===== src/verilog/acis_pkg.sv =====
// package: register map, field layout and codes for the converter input select block
// Functional notes
// RULE1 - comparator/op-amp enable repurposes analog inputs 0-7
// RULE2 - op-amp output routed when its mode bit is 1
// RULE3 - positive code 11110 selects temperature diode
// RULE4 - 11010 op-amp 3, 11001 op-amp 2
// RULE5 - codes 00000-01111 select pins 0-15
// RULE6 - negative bit: 1 pin 1, 0 low reference
// RULE7 - bits 14-13 and 6-5 read zero
// RULE8 - control step copies literal into select register
// RULE9 - literal read-only while sequencer enabled and started
// RULE10 - add step adds adjust to literal
// RULE11 - reserved positive codes leave input unconnected
// RULE12 - mux A field uses mux B code table
package acis_pkg;
  localparam int ACIS_AW = 4;
  localparam int ACIS_DW = 16;
  // register offsets (word index on the plain port)
  localparam logic [ACIS_AW-1:0] ACIS_OFF_CH0_SEL = 4'h0;
  localparam logic [ACIS_AW-1:0] ACIS_OFF_ADJUST = 4'h1;
  localparam logic [ACIS_AW-1:0] ACIS_OFF_LITERAL = 4'h2;
  localparam logic [ACIS_AW-1:0] ACIS_OFF_SEQ_CTRL = 4'h3;
  localparam logic [ACIS_AW-1:0] ACIS_OFF_ROUTE = 4'h4;
  localparam logic [ACIS_AW-1:0] ACIS_OFF_STATUS = 4'h5;
  // channel-0 select register layout
  localparam logic [ACIS_DW-1:0] ACIS_CH0_WMASK = 16'h9F9F;
  localparam int ACIS_NEG_B_BIT = 15;
  localparam int ACIS_NEG_A_BIT = 7;
  localparam int ACIS_POS_B_LSB = 8;
  localparam int ACIS_POS_A_LSB = 0;
  localparam int ACIS_POS_W = 5;
  // sequencer control register bits
  localparam int ACIS_SEQ_EN_BIT = 0;
  localparam int ACIS_SEQ_START_BIT = 1;
  // route register bits: op-amp mode 1..3, comparator/op-amp block enable
  localparam int ACIS_OPAMP_ROUTE_SELECT_LSB = 0;
  localparam int ACIS_ANA_TAKEN_BIT = 3;
  localparam logic [ACIS_DW-1:0] ACIS_RESET_VAL = 16'h0000;
  localparam logic [ACIS_DW-1:0] ACIS_UNMAPPED = 16'h0000;
  // positive input codes
  localparam logic [4:0] ACIS_POS_PIN_MAX = 5'h0F;
  localparam logic [4:0] ACIS_POS_OA1 = 5'h18;
  localparam logic [4:0] ACIS_POS_OA2 = 5'h19;
  localparam logic [4:0] ACIS_POS_OA3 = 5'h1A;
  localparam logic [4:0] ACIS_POS_TEMP = 5'h1E;
  localparam logic [4:0] ACIS_POS_OPEN = 5'h1F;
  localparam logic [3:0] ACIS_PIN_AN0 = 4'h0;
  localparam logic [3:0] ACIS_PIN_AN1 = 4'h1;
  localparam logic [3:0] ACIS_PIN_AN3 = 4'h3;
  localparam logic [3:0] ACIS_PIN_AN6 = 4'h6;
  localparam logic [3:0] ACIS_PIN_SHARED_MAX = 4'h7;
  // routed source kinds
  typedef enum logic [2:0] {
    ACIS_SRC_NONE = 3'b000,
    ACIS_SRC_PIN = 3'b001,
    ACIS_SRC_OPAMP = 3'b010,
    ACIS_SRC_TEMP = 3'b011,
    ACIS_SRC_VREFL = 3'b100
  } acis_src_e;
  // sequencer step commands
  typedef enum logic [1:0] {
    ACIS_STEP_NONE = 2'b00,
    ACIS_STEP_CTRL = 2'b01,
    ACIS_STEP_ADD = 2'b10
  } acis_step_e;
endpackage : acis_pkg


===== src/verilog/acis_pos_decode.sv =====
// positive-input code decoder shared by both sample multiplexers
module acis_pos_decode
  import acis_pkg::*;
(
  // selection
  input wire logic [ACIS_POS_W-1:0] code,
  input wire logic [2:0] opamp_route_select,
  input wire logic analog_taken,
  // routed source
  output acis_src_e src,
  output logic [3:0] idx
);
  always_comb begin
    src = ACIS_SRC_NONE; // RULE11
    idx = 4'h0;
    if (code <= ACIS_POS_PIN_MAX) begin
      idx = code[3:0]; // RULE5
      src = ACIS_SRC_PIN;
      // a shared pin taken by an enabled op-amp is disconnected
      if (analog_taken && idx <= ACIS_PIN_SHARED_MAX) begin // RULE1
        if ((idx == ACIS_PIN_AN3 && opamp_route_select[0]) ||
            (idx == ACIS_PIN_AN0 && opamp_route_select[1]) ||
            (idx == ACIS_PIN_AN6 && opamp_route_select[2])) begin
          src = ACIS_SRC_NONE;
        end
      end
    end else if (code == ACIS_POS_OA1) begin
      idx = ACIS_PIN_AN3;
      src = opamp_route_select[0] ? ACIS_SRC_OPAMP : ACIS_SRC_PIN; // RULE2
    end else if (code == ACIS_POS_OA2) begin
      idx = ACIS_PIN_AN0;
      src = opamp_route_select[1] ? ACIS_SRC_OPAMP : ACIS_SRC_PIN; // RULE4
    end else if (code == ACIS_POS_OA3) begin
      idx = ACIS_PIN_AN6;
      src = opamp_route_select[2] ? ACIS_SRC_OPAMP : ACIS_SRC_PIN; // RULE4
    end else if (code == ACIS_POS_TEMP) begin
      src = ACIS_SRC_TEMP; // RULE3
    end
  end
endmodule : acis_pos_decode


===== src/verilog/acis_top.sv =====
// converter channel-0 input select with sequencer literal and adjust registers
module acis_top
  import acis_pkg::*;
(
  // clock and reset
  input wire logic core_clk,
  input wire logic rst,
  // register port
  input wire logic [ACIS_AW-1:0] reg_addr,
  input wire logic [ACIS_DW-1:0] reg_wdata,
  input wire logic reg_wr,
  input wire logic reg_rd,
  output logic [ACIS_DW-1:0] reg_rdata,
  // sequencer step commands, same clock
  input wire logic [1:0] seq_step,
  // multiplexer A routing
  output acis_src_e mux_a_pos_src,
  output logic [3:0] mux_a_pos_idx,
  output acis_src_e mux_a_neg_src,
  // multiplexer B routing
  output acis_src_e mux_b_pos_src,
  output logic [3:0] mux_b_pos_idx,
  output acis_src_e mux_b_neg_src
);
  typedef struct packed {
    logic [ACIS_DW-1:0] ch0_sel;
    logic [ACIS_DW-1:0] adjust;
    logic [ACIS_DW-1:0] literal;
    logic seq_enable;
    logic seq_start;
    logic [2:0] opamp_route_select;
    logic analog_taken;
    logic [ACIS_DW-1:0] rdata;
    acis_src_e a_pos_src;
    logic [3:0] a_pos_idx;
    acis_src_e a_neg_src;
    acis_src_e b_pos_src;
    logic [3:0] b_pos_idx;
    acis_src_e b_neg_src;
  } acis_state_s;

  acis_state_s st;
  acis_state_s next_st;
  acis_src_e dec_a_src;
  acis_src_e dec_b_src;
  logic [3:0] dec_a_idx;
  logic [3:0] dec_b_idx;
  logic seq_running;
  acis_step_e step;

  assign step = acis_step_e'(seq_step);
  assign seq_running = st.seq_enable && st.seq_start;

  // mux A reuses the mux B code table
  acis_pos_decode u_dec_a (
    .code(st.ch0_sel[ACIS_POS_A_LSB +: ACIS_POS_W]), // RULE12
    .opamp_route_select(st.opamp_route_select),
    .analog_taken(st.analog_taken),
    .src(dec_a_src),
    .idx(dec_a_idx)
  );
  acis_pos_decode u_dec_b (
    .code(st.ch0_sel[ACIS_POS_B_LSB +: ACIS_POS_W]),
    .opamp_route_select(st.opamp_route_select),
    .analog_taken(st.analog_taken),
    .src(dec_b_src),
    .idx(dec_b_idx)
  );

  // register writes, sequencer steps, read mux and registered routing
  always_comb begin
    next_st = st;
    if (reg_wr) begin
      if (reg_addr == ACIS_OFF_CH0_SEL) begin
        next_st.ch0_sel = reg_wdata & ACIS_CH0_WMASK; // RULE7
      end else if (reg_addr == ACIS_OFF_ADJUST) begin
        next_st.adjust = reg_wdata;
      end else if (reg_addr == ACIS_OFF_LITERAL) begin
        // software loses the literal while steps execute
        if (!seq_running) begin // RULE9
          next_st.literal = reg_wdata;
        end
      end else if (reg_addr == ACIS_OFF_SEQ_CTRL) begin
        next_st.seq_enable = reg_wdata[ACIS_SEQ_EN_BIT];
        next_st.seq_start = reg_wdata[ACIS_SEQ_START_BIT];
      end else if (reg_addr == ACIS_OFF_ROUTE) begin
        next_st.opamp_route_select = reg_wdata[ACIS_OPAMP_ROUTE_SELECT_LSB +: 3];
        next_st.analog_taken = reg_wdata[ACIS_ANA_TAKEN_BIT];
      end
    end
    // step commands act only while running; they win over software writes
    if (seq_running) begin
      case (step)
        ACIS_STEP_CTRL: begin
          next_st.ch0_sel = st.literal & ACIS_CH0_WMASK; // RULE8
        end
        ACIS_STEP_ADD: begin
          next_st.literal = st.literal + st.adjust; // RULE10
        end
        default: begin
        end
      endcase
    end
    // read data stands one cycle after the strobe only
    next_st.rdata = ACIS_RESET_VAL;
    if (reg_rd) begin
      if (reg_addr == ACIS_OFF_CH0_SEL) begin
        next_st.rdata = st.ch0_sel; // RULE7
      end else if (reg_addr == ACIS_OFF_ADJUST) begin
        next_st.rdata = st.adjust;
      end else if (reg_addr == ACIS_OFF_LITERAL) begin
        next_st.rdata = st.literal;
      end else if (reg_addr == ACIS_OFF_SEQ_CTRL) begin
        next_st.rdata[ACIS_SEQ_EN_BIT] = st.seq_enable;
        next_st.rdata[ACIS_SEQ_START_BIT] = st.seq_start;
      end else if (reg_addr == ACIS_OFF_ROUTE) begin
        next_st.rdata[ACIS_OPAMP_ROUTE_SELECT_LSB +: 3] = st.opamp_route_select;
        next_st.rdata[ACIS_ANA_TAKEN_BIT] = st.analog_taken;
      end else if (reg_addr == ACIS_OFF_STATUS) begin
        next_st.rdata[ACIS_SEQ_EN_BIT] = seq_running;
      end else begin
        next_st.rdata = ACIS_UNMAPPED;
      end
    end
    // routing outputs follow the select register one cycle later
    next_st.a_pos_src = dec_a_src;
    next_st.a_pos_idx = dec_a_idx;
    next_st.b_pos_src = dec_b_src;
    next_st.b_pos_idx = dec_b_idx;
    next_st.a_neg_src = st.ch0_sel[ACIS_NEG_A_BIT] ? ACIS_SRC_PIN : ACIS_SRC_VREFL; // RULE6
    next_st.b_neg_src = st.ch0_sel[ACIS_NEG_B_BIT] ? ACIS_SRC_PIN : ACIS_SRC_VREFL; // RULE6
  end

  // the whole state in one register
  always_ff @(posedge core_clk or posedge rst) begin
    if (rst) begin
      st <= '0;
    end else begin
      st <= next_st;
    end
  end

  assign reg_rdata = st.rdata;
  assign mux_a_pos_src = st.a_pos_src;
  assign mux_a_pos_idx = st.a_pos_idx;
  assign mux_a_neg_src = st.a_neg_src;
  assign mux_b_pos_src = st.b_pos_src;
  assign mux_b_pos_idx = st.b_pos_idx;
  assign mux_b_neg_src = st.b_neg_src;
endmodule : acis_top


===== config.mk =====
export PLATFORM = sky130hd
export DESIGN_NAME = acis_top
export DESIGN_NICKNAME = d
export VERILOG_FILES = /design/src/verilog/acis_pkg.sv /design/src/verilog/acis_pos_decode.sv /design/src/verilog/acis_top.sv
export SDC_FILE = /design/constraint.sdc
export NUM_CORES = 1
export LEC_CHECK = 0
export BUFFER_PORTS_ARGS = -buffer_cell sky130_fd_sc_hd__buf_4
export CORE_ASPECT_RATIO = 0.75
export CORE_UTILIZATION = 53
export DETAILED_ROUTE_END_ITERATION = 8
export HOLD_SLACK_MARGIN = 0.15
export PLACE_DENSITY = 0.77
export SLEW_MARGIN = 10
export SYNTH_ARGS = -nofsm -noshare
export SYNTH_HDL_FRONTEND = slang
export SYNTH_SLANG_ARGS = --single-unit

===== constraint.sdc =====
create_clock -name core_clk -period 2.7 [get_ports core_clk]
set_clock_uncertainty 0.2 [all_clocks]
set_input_delay 0.135 -clock core_clk [delete_from_list [all_inputs] [get_ports core_clk]]
set_output_delay 0.135 -clock core_clk [all_outputs]
set_load 0.01 [all_outputs]

==> results of run 1 <==
[metal layers]
layer	global-route usage	vias to the layer above	wire [um]
li1	-	1851	-
met2	0.4038	212	5429
met3	0.06219	27	1009
met1	0.3847	1988	5527
met5	0	-	0
met4	0.07416	0	220
[sequential cells by signal (all words and copies together) (netlist names)]
register       count
mux_b_neg_src      2
st                54
mux_a_neg_src      2
mux_b_pos_src      2
mux_a_pos_src      2
mux_a_pos_idx      4
mux_b_pos_idx      4
reg_rdata         16
[through the flow]
stage | setup slack, ps | power, uW | hold slack, ps
6_report | 122.0 | 5656 | 201.8
5_1_grt | 26.83 | 6008 | 226.8
4_1_cts | 0.4838 | 5589 | 188.9
3_5_place_dp | -35.14 | 4208 | 25.16
3_3_place_gp | 99.22 | 4120 | 14.06
2_1_floorplan | 143.2 | 3744 | 72.73
[critical path, cell delays in order, from the launching register on]
cell,delay [ps]
dfrtp_1,410
ha_1,260
fa_2,400
a211oi_2,270
or2_2,190
a211oi_2,100
or3_1,380
a31o_2,250
[kinds of logic after synthesis]
logic type | synth area share
compound gates | 0.1780
fa+ha+maj | 0.04210
mux | 0.1091
xor+xnor | 0.01598
buf+inv | 0.08724
flops | 0.4362
other cells | 0.0007601
simple gates | 0.1306
[cells in the final DEF, fill, tap and decap left out, types with 6 or more instances in the layout]
| cell | netlist | layout |
|---|---|---|
| dfrtp_1 | 86 | 86 |
| mux2i_1 | 29 | 29 |
| and2_1 | 6 | 6 |
| nor2b_1 | 10 | 10 |
| nand3_1 | 8 | 8 |
| o21ai_0 | 26 | 26 |
| and3_1 | 6 | 6 |
| nand2_1 | 46 | 46 |
| dlygate4sd3_1 | 0 | 26 |
| clkbuf_16 | 0 | 9 |
| nor2_1 | 29 | 29 |
| buf_4 | 36 | 63 |
| mux2_2 | 22 | 22 |
| ha_1 | 15 | 15 |
| inv_1 | 9 | 8 |
| a211oi_1 | 23 | 21 |
| a21oi_1 | 48 | 48 |
[path summary, 6_finish.rpt]
check                                    to         from  depth (start not counted)
min in group core_clk         reg_rdata[12]  reg_addr[2]                          5
setup / recovery                     st[52]       st[42]                          7
max in group asynchronous            st[38]          rst                          4
setup reg to reg                     st[52]       st[42]                          7
hold reg to reg            mux_a_neg_src[0]       st[81]                          0
hold / removal                reg_rdata[12]          rst                          3
[power by group through the flow]
stage | clock [uW] | combinational, uW | sequential [uW]
after global placement | 0 | 1970 | 2150
after detailed placement | 0 | 2030 | 2180
after CTS | 1310 | 2120 | 2160
final | 1290 | 2180 | 2180
after floorplan | 0 | 1790 | 1950
after global routing | 1370 | 2410 | 2230
[synthesized netlist by cell type, types with 2 or more instances]
library cell,number,area (um2)
mux2_2,22,247.7
nor2_1,29,108.9
a211oi_1,23,172.7
nor2b_1,10,62.56
ha_1,15,187.7
dfrtp_1,86,2152
a31oi_1,3,18.77
nor3_1,5,25.02
o21ai_1,5,25.02
and2_1,6,37.54
o22ai_1,3,18.77
clkbuf_1,17,63.81
and2b_1,2,15.01
o211ai_1,3,22.52
a31o_2,3,26.28
and3_1,6,37.54
o21a_1,2,15.01
o32ai_1,3,26.28
nand4b_1,2,17.52
or3_1,3,18.77
a21o_1,5,37.54
xor2_1,4,35.03
nand3_1,8,40.04
o2111ai_1,2,17.52
nand2b_1,3,18.77
a21oi_1,48,240.2
xnor2_1,5,43.79
inv_1,9,33.78
buf_2,5,25.02
buf_4,36,270.3
nor3b_1,3,22.52
o21ai_0,26,130.1
mux2i_1,29,290.3
or2_2,3,18.77
a222oi_1,2,20.02
buf_6,3,33.78
nand2_1,46,172.7
[layout make-up]
type,instances,area share
inverter,9,0.006038
clock inverter,6,0.01294
multi-input combinational,350,0.4115
sequential,86,0.3709
clock buffer,10,0.04119
timing repair buffer,90,0.1298
tap,128,0.02760
[repair_timing]
item | CTS | global route
cloned | 0 | 0
setup endpoints to repair | 1 | 3
endpoints found under the hold margin | 152 | 0
pin swaps | 0 | 1
resized for setup | 1 | 3
hold buffers | 26 | 0
==> out/metrics.yaml, run 1 <==
setup_path:
  criticalPathCategory: "flop to flop"
  cp_max_fo: 4
  worstPathRequired_ps: 2720
  crit_arrival_ps: 2600
  critPathCaptureType: "flop"
  start_kind: "flop"
  r2r_slack_ps: 120
timing:
  fin_crit_sh: 0.9548
  final.setup.tns_ps: 0
  rsz0062_at_grt: "false"
  fmax_mhz: 387.9
  finalSetupViolCount: 0
  slew_viol_final: 0
  tightestPinTransition_ps: 865.5
  slew_headroom: 0.4216
  hold_viol: 0
  min_period_ps: 2578
floorplanning:
  rows: 30
  design.core.area_um2: 9046
  io_pins: 62
  die_area_um2: 9702
  start_util: 0.5454
  die_w_um: 113.4
  die_h_um: 85.56
yosys:
  ys_seq_area_frac: 0.4362
  synth_ff_type: "dfrtp_1"
  synth.ff_latch_count: 86
  ys_types: 56
  yosys_warnings: 0
  synth_edf_count: 0
  avgSynthCellArea_um2: 9.789
  synthCells: 504
  synthArstFlopShare: 1.000
  syn-cell-area_um2: 4933
finish:
  syn_to_final_growth_pct: 17.60
  fill_cells: 678
  final_cell_area_um2: 5802
  multi_input_area_um2: 2387
  stdcell_count: 679
  final_layout_size_suffix_gt1_frac: 0.2178
  regArea_um2: 2152
  diodes: 0
  nets: 588
  final_core_util: 0.6414
pwr:
  internal-power_uw: 3495
  power_density_nw_per_um2: 974.8
  seq_power_share: 0.385
  sw_frac_of_total: 0.3821
  p_leak_uw: 0.002645
  switchingPower_uw: 2161
  clkPwrFrac: 0.229
  ir_drop_mv: 0.3701
  pwr-share-comb: 0.386
outcome:
  status: "finished, final reports clean"
place:
  placed_area_um2: 5207
  dp_cells: 637
  globalplace.congestion: 0.9496
  dp_hpwl_um: 8098
  port_buffers: 57
clock_tree:
  clk_path_buf_depth: 2
  clk_latency_ps: 340
  root_buffer: "clkbuf_16"
  numCtsBuffers: 9
  cts_post_setup_buffers_inserted: 0
  clk_pin_slew_ps: 70
  htreeDepth: 3
  cts.sinks: 86
  cts_tree: "built"
global_routing:
  grt_pass1_wl_um: 19760
  grt_overflow: 0
  antenna_found_initial: 0
  grt_max_degree: 52
  grt_pass1_vias: 3769
  grt_use_total: 0.2665
drt:
  drc: 0
  ant_nets: 0
  firstDrtPassIters: 5
  via_per_inst: 6.006
  drt-initial-drc-count: 338
  routed_wl_um: 12190
  vias: 4078
  wire_per_inst_um: 17.95
worst_hold_path:
  hp-class: "input pin to asynchronous set/reset pin"
job:
  maxCapViolCount: 0
Power figures use the tool's default switching activity.
==> run 2, diff against run 1 <==
--- a/config.mk
+++ b/config.mk
@@ -5,12 +5,13 @@
 export SDC_FILE = /design/constraint.sdc
 export NUM_CORES = 1
 export LEC_CHECK = 0
+export ABC_AREA = 1
 export BUFFER_PORTS_ARGS = -buffer_cell sky130_fd_sc_hd__buf_4
 export CORE_ASPECT_RATIO = 0.75
 export CORE_UTILIZATION = 53
 export DETAILED_ROUTE_END_ITERATION = 8
 export HOLD_SLACK_MARGIN = 0.15
-export PLACE_DENSITY = 0.77
+export PLACE_DENSITY_LB_ADDON = 0.2
 export SLEW_MARGIN = 10
 export SYNTH_ARGS = -nofsm -noshare
 export SYNTH_HDL_FRONTEND = slang
==> run 2 against run 1 <==
Compared with the run above: combinational power up 10%; sequential share of layout area down 0.63 points; first-iteration DRC count up 36%; critical path type is now input pin to flop; largest cell class unchanged.
==> out/metrics.yaml, run 2 <==
floorplanning:
  io_pins: 62
  die_area_um2: 9938
  die_h_um: 86.59
  start_util: 0.5520
  die_w_um: 114.8
  design.core.area_um2: 9159
  rows: 30
pwr:
  switchingPower_uw: 2300
  clkPwrFrac: 0.211
  power_density_nw_per_um2: 947.2
  pwr-share-comb: 0.429
  internal-power_uw: 3290
  seq_power_share: 0.360
  p_leak_uw: 0.003147
  sw_frac_of_total: 0.4115
  ir_drop_mv: 0.4197
yosys:
  synthCells: 660
  synth.ff_latch_count: 86
  synthTopCellsByArea: "dfrtp_1 (43%), nand2_1 (12%), inv_1 (7.6%), o21ai_0 (6.5%), buf_4 (5.3%)"
  yosys_warnings: 0
  synth_edf_count: 0
  synth_common_cells: "nand2_1 (166), inv_1 (103), dfrtp_1 (86), o21ai_0 (66), a21oi_1 (47)"
  avgSynthCellArea_um2: 7.661
  synthMostInstantiatedCell: "nand2_1"
  synthArstFlopShare: 1.000
  syn-cell-area_um2: 5056
  ys_types: 38
  synth_ff_type: "dfrtp_1"
  ys_seq_area_frac: 0.4256
  synth_largest_area_cell: "dfrtp_1"
  synth_top_area_share: 0.4256
drt:
  drt-initial-drc-count: 458
  firstDrtPassIters: 5
  routed_wl_um: 13570
  wire_per_inst_um: 16.08
  via_per_inst: 5.437
  drc: 0
  ant_nets: 0
  vias: 4589
global_routing:
  grt_pass1_wl_um: 21710
  antenna_found_initial: 0
  grt_pass1_vias: 4338
  grt_overflow: 0
  grt_max_degree: 56
  grt_use_total: 0.2910
setup_path:
  startpoint: "reg_addr[3]"
  worstPathRequired_ps: 2760
  criticalPathCategory: "input pin to flop"
  critPathCaptureType: "flop"
  r2r_start: "st[58]"
  start_kind: "input pin"
  crit_arrival_ps: 2650
  cp_max_fo: 2
place:
  port_buffers: 57
  dp_hpwl_um: 9695
  globalplace.congestion: 0.9503
clock_tree:
  numCtsBuffers: 9
  root_buffer: "clkbuf_16"
  clk_latency_ps: 340
  clk_path_buf_depth: 2
  cts.sinks: 86
  htreeDepth: 3
  cts_tree: "built"
  clk_pin_slew_ps: 60
  cts_post_setup_buffers_inserted: 0
timing:
  slew_viol_final: 0
  fin_crit_sh: 0.9592
  finalSetupViolCount: 0
  min_period_ps: 2590
  slew_headroom: 0.4565
  rsz0062_at_grt: "false"
  tightestPinTransition_ps: 814.3
  final.setup.tns_ps: 0
  fmax_mhz: 386.1
  hold_viol: 0
finish:
  diodes: 0
  final_layout_size_suffix_gt1_frac: 0.1313
  final_common_cell: "nand2_1"
  nets: 754
  largest_reg_flops: 54
  fill_cells: 836
  final_core_util: 0.6444
  syn_to_final_growth_pct: 16.73
  top_register: "st"
  layout_common_cells: "nand2_1 (165), inv_1 (102), dfrtp_1 (86), o21ai_0 (66), buf_4 (59)"
outcome:
  status: "finished, final reports clean"
worst_hold_path:
  hp-start: "seq_step[1]"
  hp-class: "input pin to flop"
job:
  maxCapViolCount: 0
run 2: cell count changes in the layout (fill, tap and decap cells not counted), moves of 6 or more:
cell      change
mux2_2       -16
mux2i_1      -29
a211oi_1     -21
nand2_1     +119
nand4_1       +6
nor2_1        +6
inv_1        +94
o21ai_0      +40
o221ai_1      +7
nand3_1      +21
nor2b_1      -10
run 2: cell type report:
type,instances,area (um2),share of cell area
tap,128,160.2,0.02714
multi-input combinational,421,2172,0.3680
timing repair buffer,88,743.2,0.1259
clock buffer,12,256.5,0.04346
inverter,106,399.1,0.06763
clock inverter,3,18.77,0.003180
sequential,86,2152,0.3646
run 2: through the flow:
| stage | area [um2] | worst slack, ps | total power, uW | hold WS (ps) | instances |
|---|---|---|---|---|---|
| after global routing | 5902 | 35.87 | 6013 | 195.2 | 844 |
| after floorplan | 5067 | 143.2 | 3759 | 38.87 | 663 |
| final | 5902 | 110.1 | 5590 | 176.0 | 844 |
| after CTS | 5899 | 183.8 | 5564 | 161.4 | 844 |
| after global placement | 5344 | 613.5 | 4293 | -0.5425 | 801 |
| after detailed placement | 5344 | 538.6 | 4348 | 15.56 | 801 |
run 2: power by group through the flow:
stage | registers [uW] | logic (uW) | clock network [uW]
after global routing | 2060 | 2720 | 1240
after CTS | 2000 | 2370 | 1190
after floorplan | 1920 | 1840 | 0
final | 2010 | 2400 | 1180
after detailed placement | 2020 | 2330 | 0
after global placement | 2000 | 2290 | 0
run 2: cells by family after synthesis:
family	count (synthesis)	share of synthesized area
AND/OR/NAND/NOR	251	0.2108
buffers and inverters	156	0.1475
AO/OA/AOI/OAI	138	0.1505
flip-flops	86	0.4256
adder cells (fa/ha/maj)	16	0.04108
XOR/XNOR	6	0.01039
multiplexers	6	0.01336
other	1	0.0007417
run 2: final timing paths:
kind,slack (ps),depth (start not counted),end
worst min-delay path,180,5,st[74]
worst max register to register,540,9,st[50]
worst min register to register,180,0,mux_a_neg_src[0]
max in group asynchronous,1420,4,st[72]
min in group asynchronous,200,3,mux_a_pos_idx[2]
worst max-delay path,110,9,reg_rdata[1]
run 2: layer usage:
| layer | vias to the layer above | track usage | share of wire |
|---|---|---|---|
| met5 | - | 0 | 0 |
| met4 | 0 | 0.08855 | 0.011 |
| met3 | 16 | 0.04545 | 0.060 |
| met2 | 194 | 0.4766 | 0.47 |
| met1 | 2186 | 0.4012 | 0.46 |
| li1 | 2193 | - | - |
run 2: repair_timing:
action / CTS / global route
endpoints found under the hold margin: 156 / 0
gates resized for setup: 0 / 1
endpoints found under the setup margin: 0 / 1
hold buffers: 28 / 0
run 2: critical path: stages:
cell           delay (ps)
dlygate4sd3_1         540
buf_4                 150
nor2_1                100
dlygate4sd3_1         590
nand2_1                60
dlygate4sd3_1         580
o21ai_0               160
o311ai_0              170
a21oi_1               180
==> run 3, diff against run 2 <==
--- a/config.mk
+++ b/config.mk
@@ -8,7 +8,7 @@
 export ABC_AREA = 1
 export BUFFER_PORTS_ARGS = -buffer_cell sky130_fd_sc_hd__buf_4
 export CORE_ASPECT_RATIO = 0.75
-export CORE_UTILIZATION = 53
+export CORE_UTILIZATION = 54
 export DETAILED_ROUTE_END_ITERATION = 8
 export HOLD_SLACK_MARGIN = 0.15
 export PLACE_DENSITY_LB_ADDON = 0.2
==> constraint.sdc (replaced) <==
create_clock -name core_clk -period 2.55 [get_ports core_clk]
set_clock_uncertainty 0.2 [all_clocks]
set_input_delay 0.1275 -clock core_clk [delete_from_list [all_inputs] [get_ports core_clk]]
set_output_delay 0.1275 -clock core_clk [all_outputs]
set_load 0.01 [all_outputs]
==> run 3 against run 2 <==
Compared with the run above: register-to-register slack worse by 70 ps; highest routed layer unchanged; setup slack improved by 33 ps; sequential share of layout area fell by 0.093 points.
==> out/metrics.yaml, run 3 (same netlist as run 2, synthesis figures left out) <==
global_routing:
  grt_max_degree: 87
  grt_use_total: 0.2979
  grt_overflow: 0
  antenna_found_initial: 0
  grt_pass1_wl_um: 22080
  grt_pass1_vias: 4579
timing:
  min_period_ps: 2407
  finalSetupViolCount: 0
  hold_viol: 0
  slew_headroom: 0.4388
  slew_viol_final: 0
  tightestPinTransition_ps: 840.9
  rsz0062_at_grt: "false"
  fmax_mhz: 415.5
  final.setup.tns_ps: 0
  fin_crit_sh: 0.9438
  fin_ws_ps: 143.3
finish:
  stdcell_count: 844
  top_register: "st"
  diodes: 0
  final_common_cell: "nand2_1"
  nets: 754
  final_layout_size_suffix_gt1_frac: 0.1313
  layout_common_cells: "nand2_1 (165), inv_1 (102), dfrtp_1 (86), o21ai_0 (65), buf_4 (59)"
  final_core_util: 0.6514
  fill_cells: 805
  largest_reg_flops: 54
  syn_to_final_growth_pct: 17.03
pwr:
  clkPwrFrac: 0.220
  p_leak_uw: 0.003148
  power_density_nw_per_um2: 1010
  pwr-share-comb: 0.424
  seq_power_share: 0.356
  ir_drop_mv: 0.4869
  sw_frac_of_total: 0.4055
  power_uw: 5976
  internal-power_uw: 3553
  switchingPower_uw: 2423
clock_tree:
  root_buffer: "clkbuf_16"
  cts_post_setup_buffers_inserted: 0
  htreeDepth: 3
  clk_path_buf_depth: 2
  clk_latency_ps: 340
  numCtsBuffers: 9
  cts.sinks: 86
  cts_tree: "built"
  clk_pin_slew_ps: 60
drt:
  firstDrtPassIters: 5
  vias: 4669
  drt-initial-drc-count: 367
  wire_per_inst_um: 16.05
  drc: 0
  routed_wl_um: 13540
  ant_nets: 0
  via_per_inst: 5.532
floorplanning:
  die_area_um2: 9758
  start_util: 0.5566
  rows: 30
  die_h_um: 85.80
  io_pins: 62
  die_w_um: 113.7
  design.core.area_um2: 9084
place:
  dp_cells: 801
  dp_hpwl_um: 9393
  port_buffers: 57
  globalplace.congestion: 0.9454
  pre_cts_ws_ps: 396.2
worst_hold_path:
  hp-start: "st[81]"
  hp-class: "flop to flop"
setup_path:
  r2r_start: "st[58]"
  start_kind: "input pin"
  startpoint: "reg_addr[2]"
  crit_arrival_ps: 2440
  critPathCaptureType: "flop"
  criticalPathCategory: "input pin to flop"
  worstPathRequired_ps: 2580
  cp_max_fo: 30
job:
  maxCapViolCount: 0
outcome:
  status: "finished, final reports clean"
run 3: cell count changes in the layout (fill, tap and decap cells not counted):
cell	delta
bufinv_16	+1
clkbuf_8	-1
clkinvlp_4	+1
inv_6	-1
o21ai_0	-1
o21ai_1	+1
run 3: worst paths after layout:
check | end | slack [ps] | cells past startpoint
setup / recovery | st[52] | 140 | 10
hold / removal | mux_a_neg_src[0] | 180 | 0
setup reg to reg | st[52] | 470 | 8
hold reg to reg | mux_a_neg_src[0] | 180 | 0
max in group asynchronous | st[51] | 1540 | 4
min in group asynchronous | reg_rdata[0] | 220 | 4
run 3: metal layers:
layer  routed length, um  global-route usage  up-vias
li1                    -                   -     2195
met3                 914             0.06502       37
met4                 351              0.1053        0
met1                6007              0.3854     2245
met5                   0                   0        -
met2                6271              0.4967      192
run 3: cell type report:
| class | instances | area (um2) | share of cell area |
|---|---|---|---|
| Clock buffer | 11 | 242.7 | 0.04102 |
| Clock inverter | 4 | 47.55 | 0.008036 |
| Inverter | 106 | 399.1 | 0.06746 |
| Multi-Input combinational cell | 421 | 2172 | 0.3671 |
| Sequential cell | 86 | 2152 | 0.3637 |
| Tap cell | 128 | 160.2 | 0.02707 |
| Timing Repair Buffer | 88 | 743.2 | 0.1256 |
run 3: worst max-delay path, cell delays in order:
cell and delay [ps]:
dlygate4sd3_1 540, buf_4 150, nor2_4 180, nand2_4 100, nor2_8 200, nand3_2 530
a21oi_1 320, o21ai_0 110, o21ai_0 110, inv_1 50
run 3: metrics by stage:
step,hold WS [ps],instance area [um2]
global route,191.3,5917
floorplan,31.37,5067
detailed placement,71.97,5344
CTS,183.4,5924
finish,181.9,5917
global placement,64.48,5344
run 3: timing repair:
action | CTS | global route
hold endpoints to repair | 156 | 0
resized for setup | 0 | 2
hold buffers | 29 | 0
endpoints found under the setup margin | 0 | 7
run 3: power by group through the flow:
stage / clock network, uW / registers [uW] / logic, uW
finish: 1310 / 2130 / 2540
global route: 1380 / 2170 / 2880
CTS: 1320 / 2120 / 2500
detailed placement: 0 / 2140 / 2450
global placement: 0 / 2120 / 2410
floorplan: 0 / 2030 / 1950
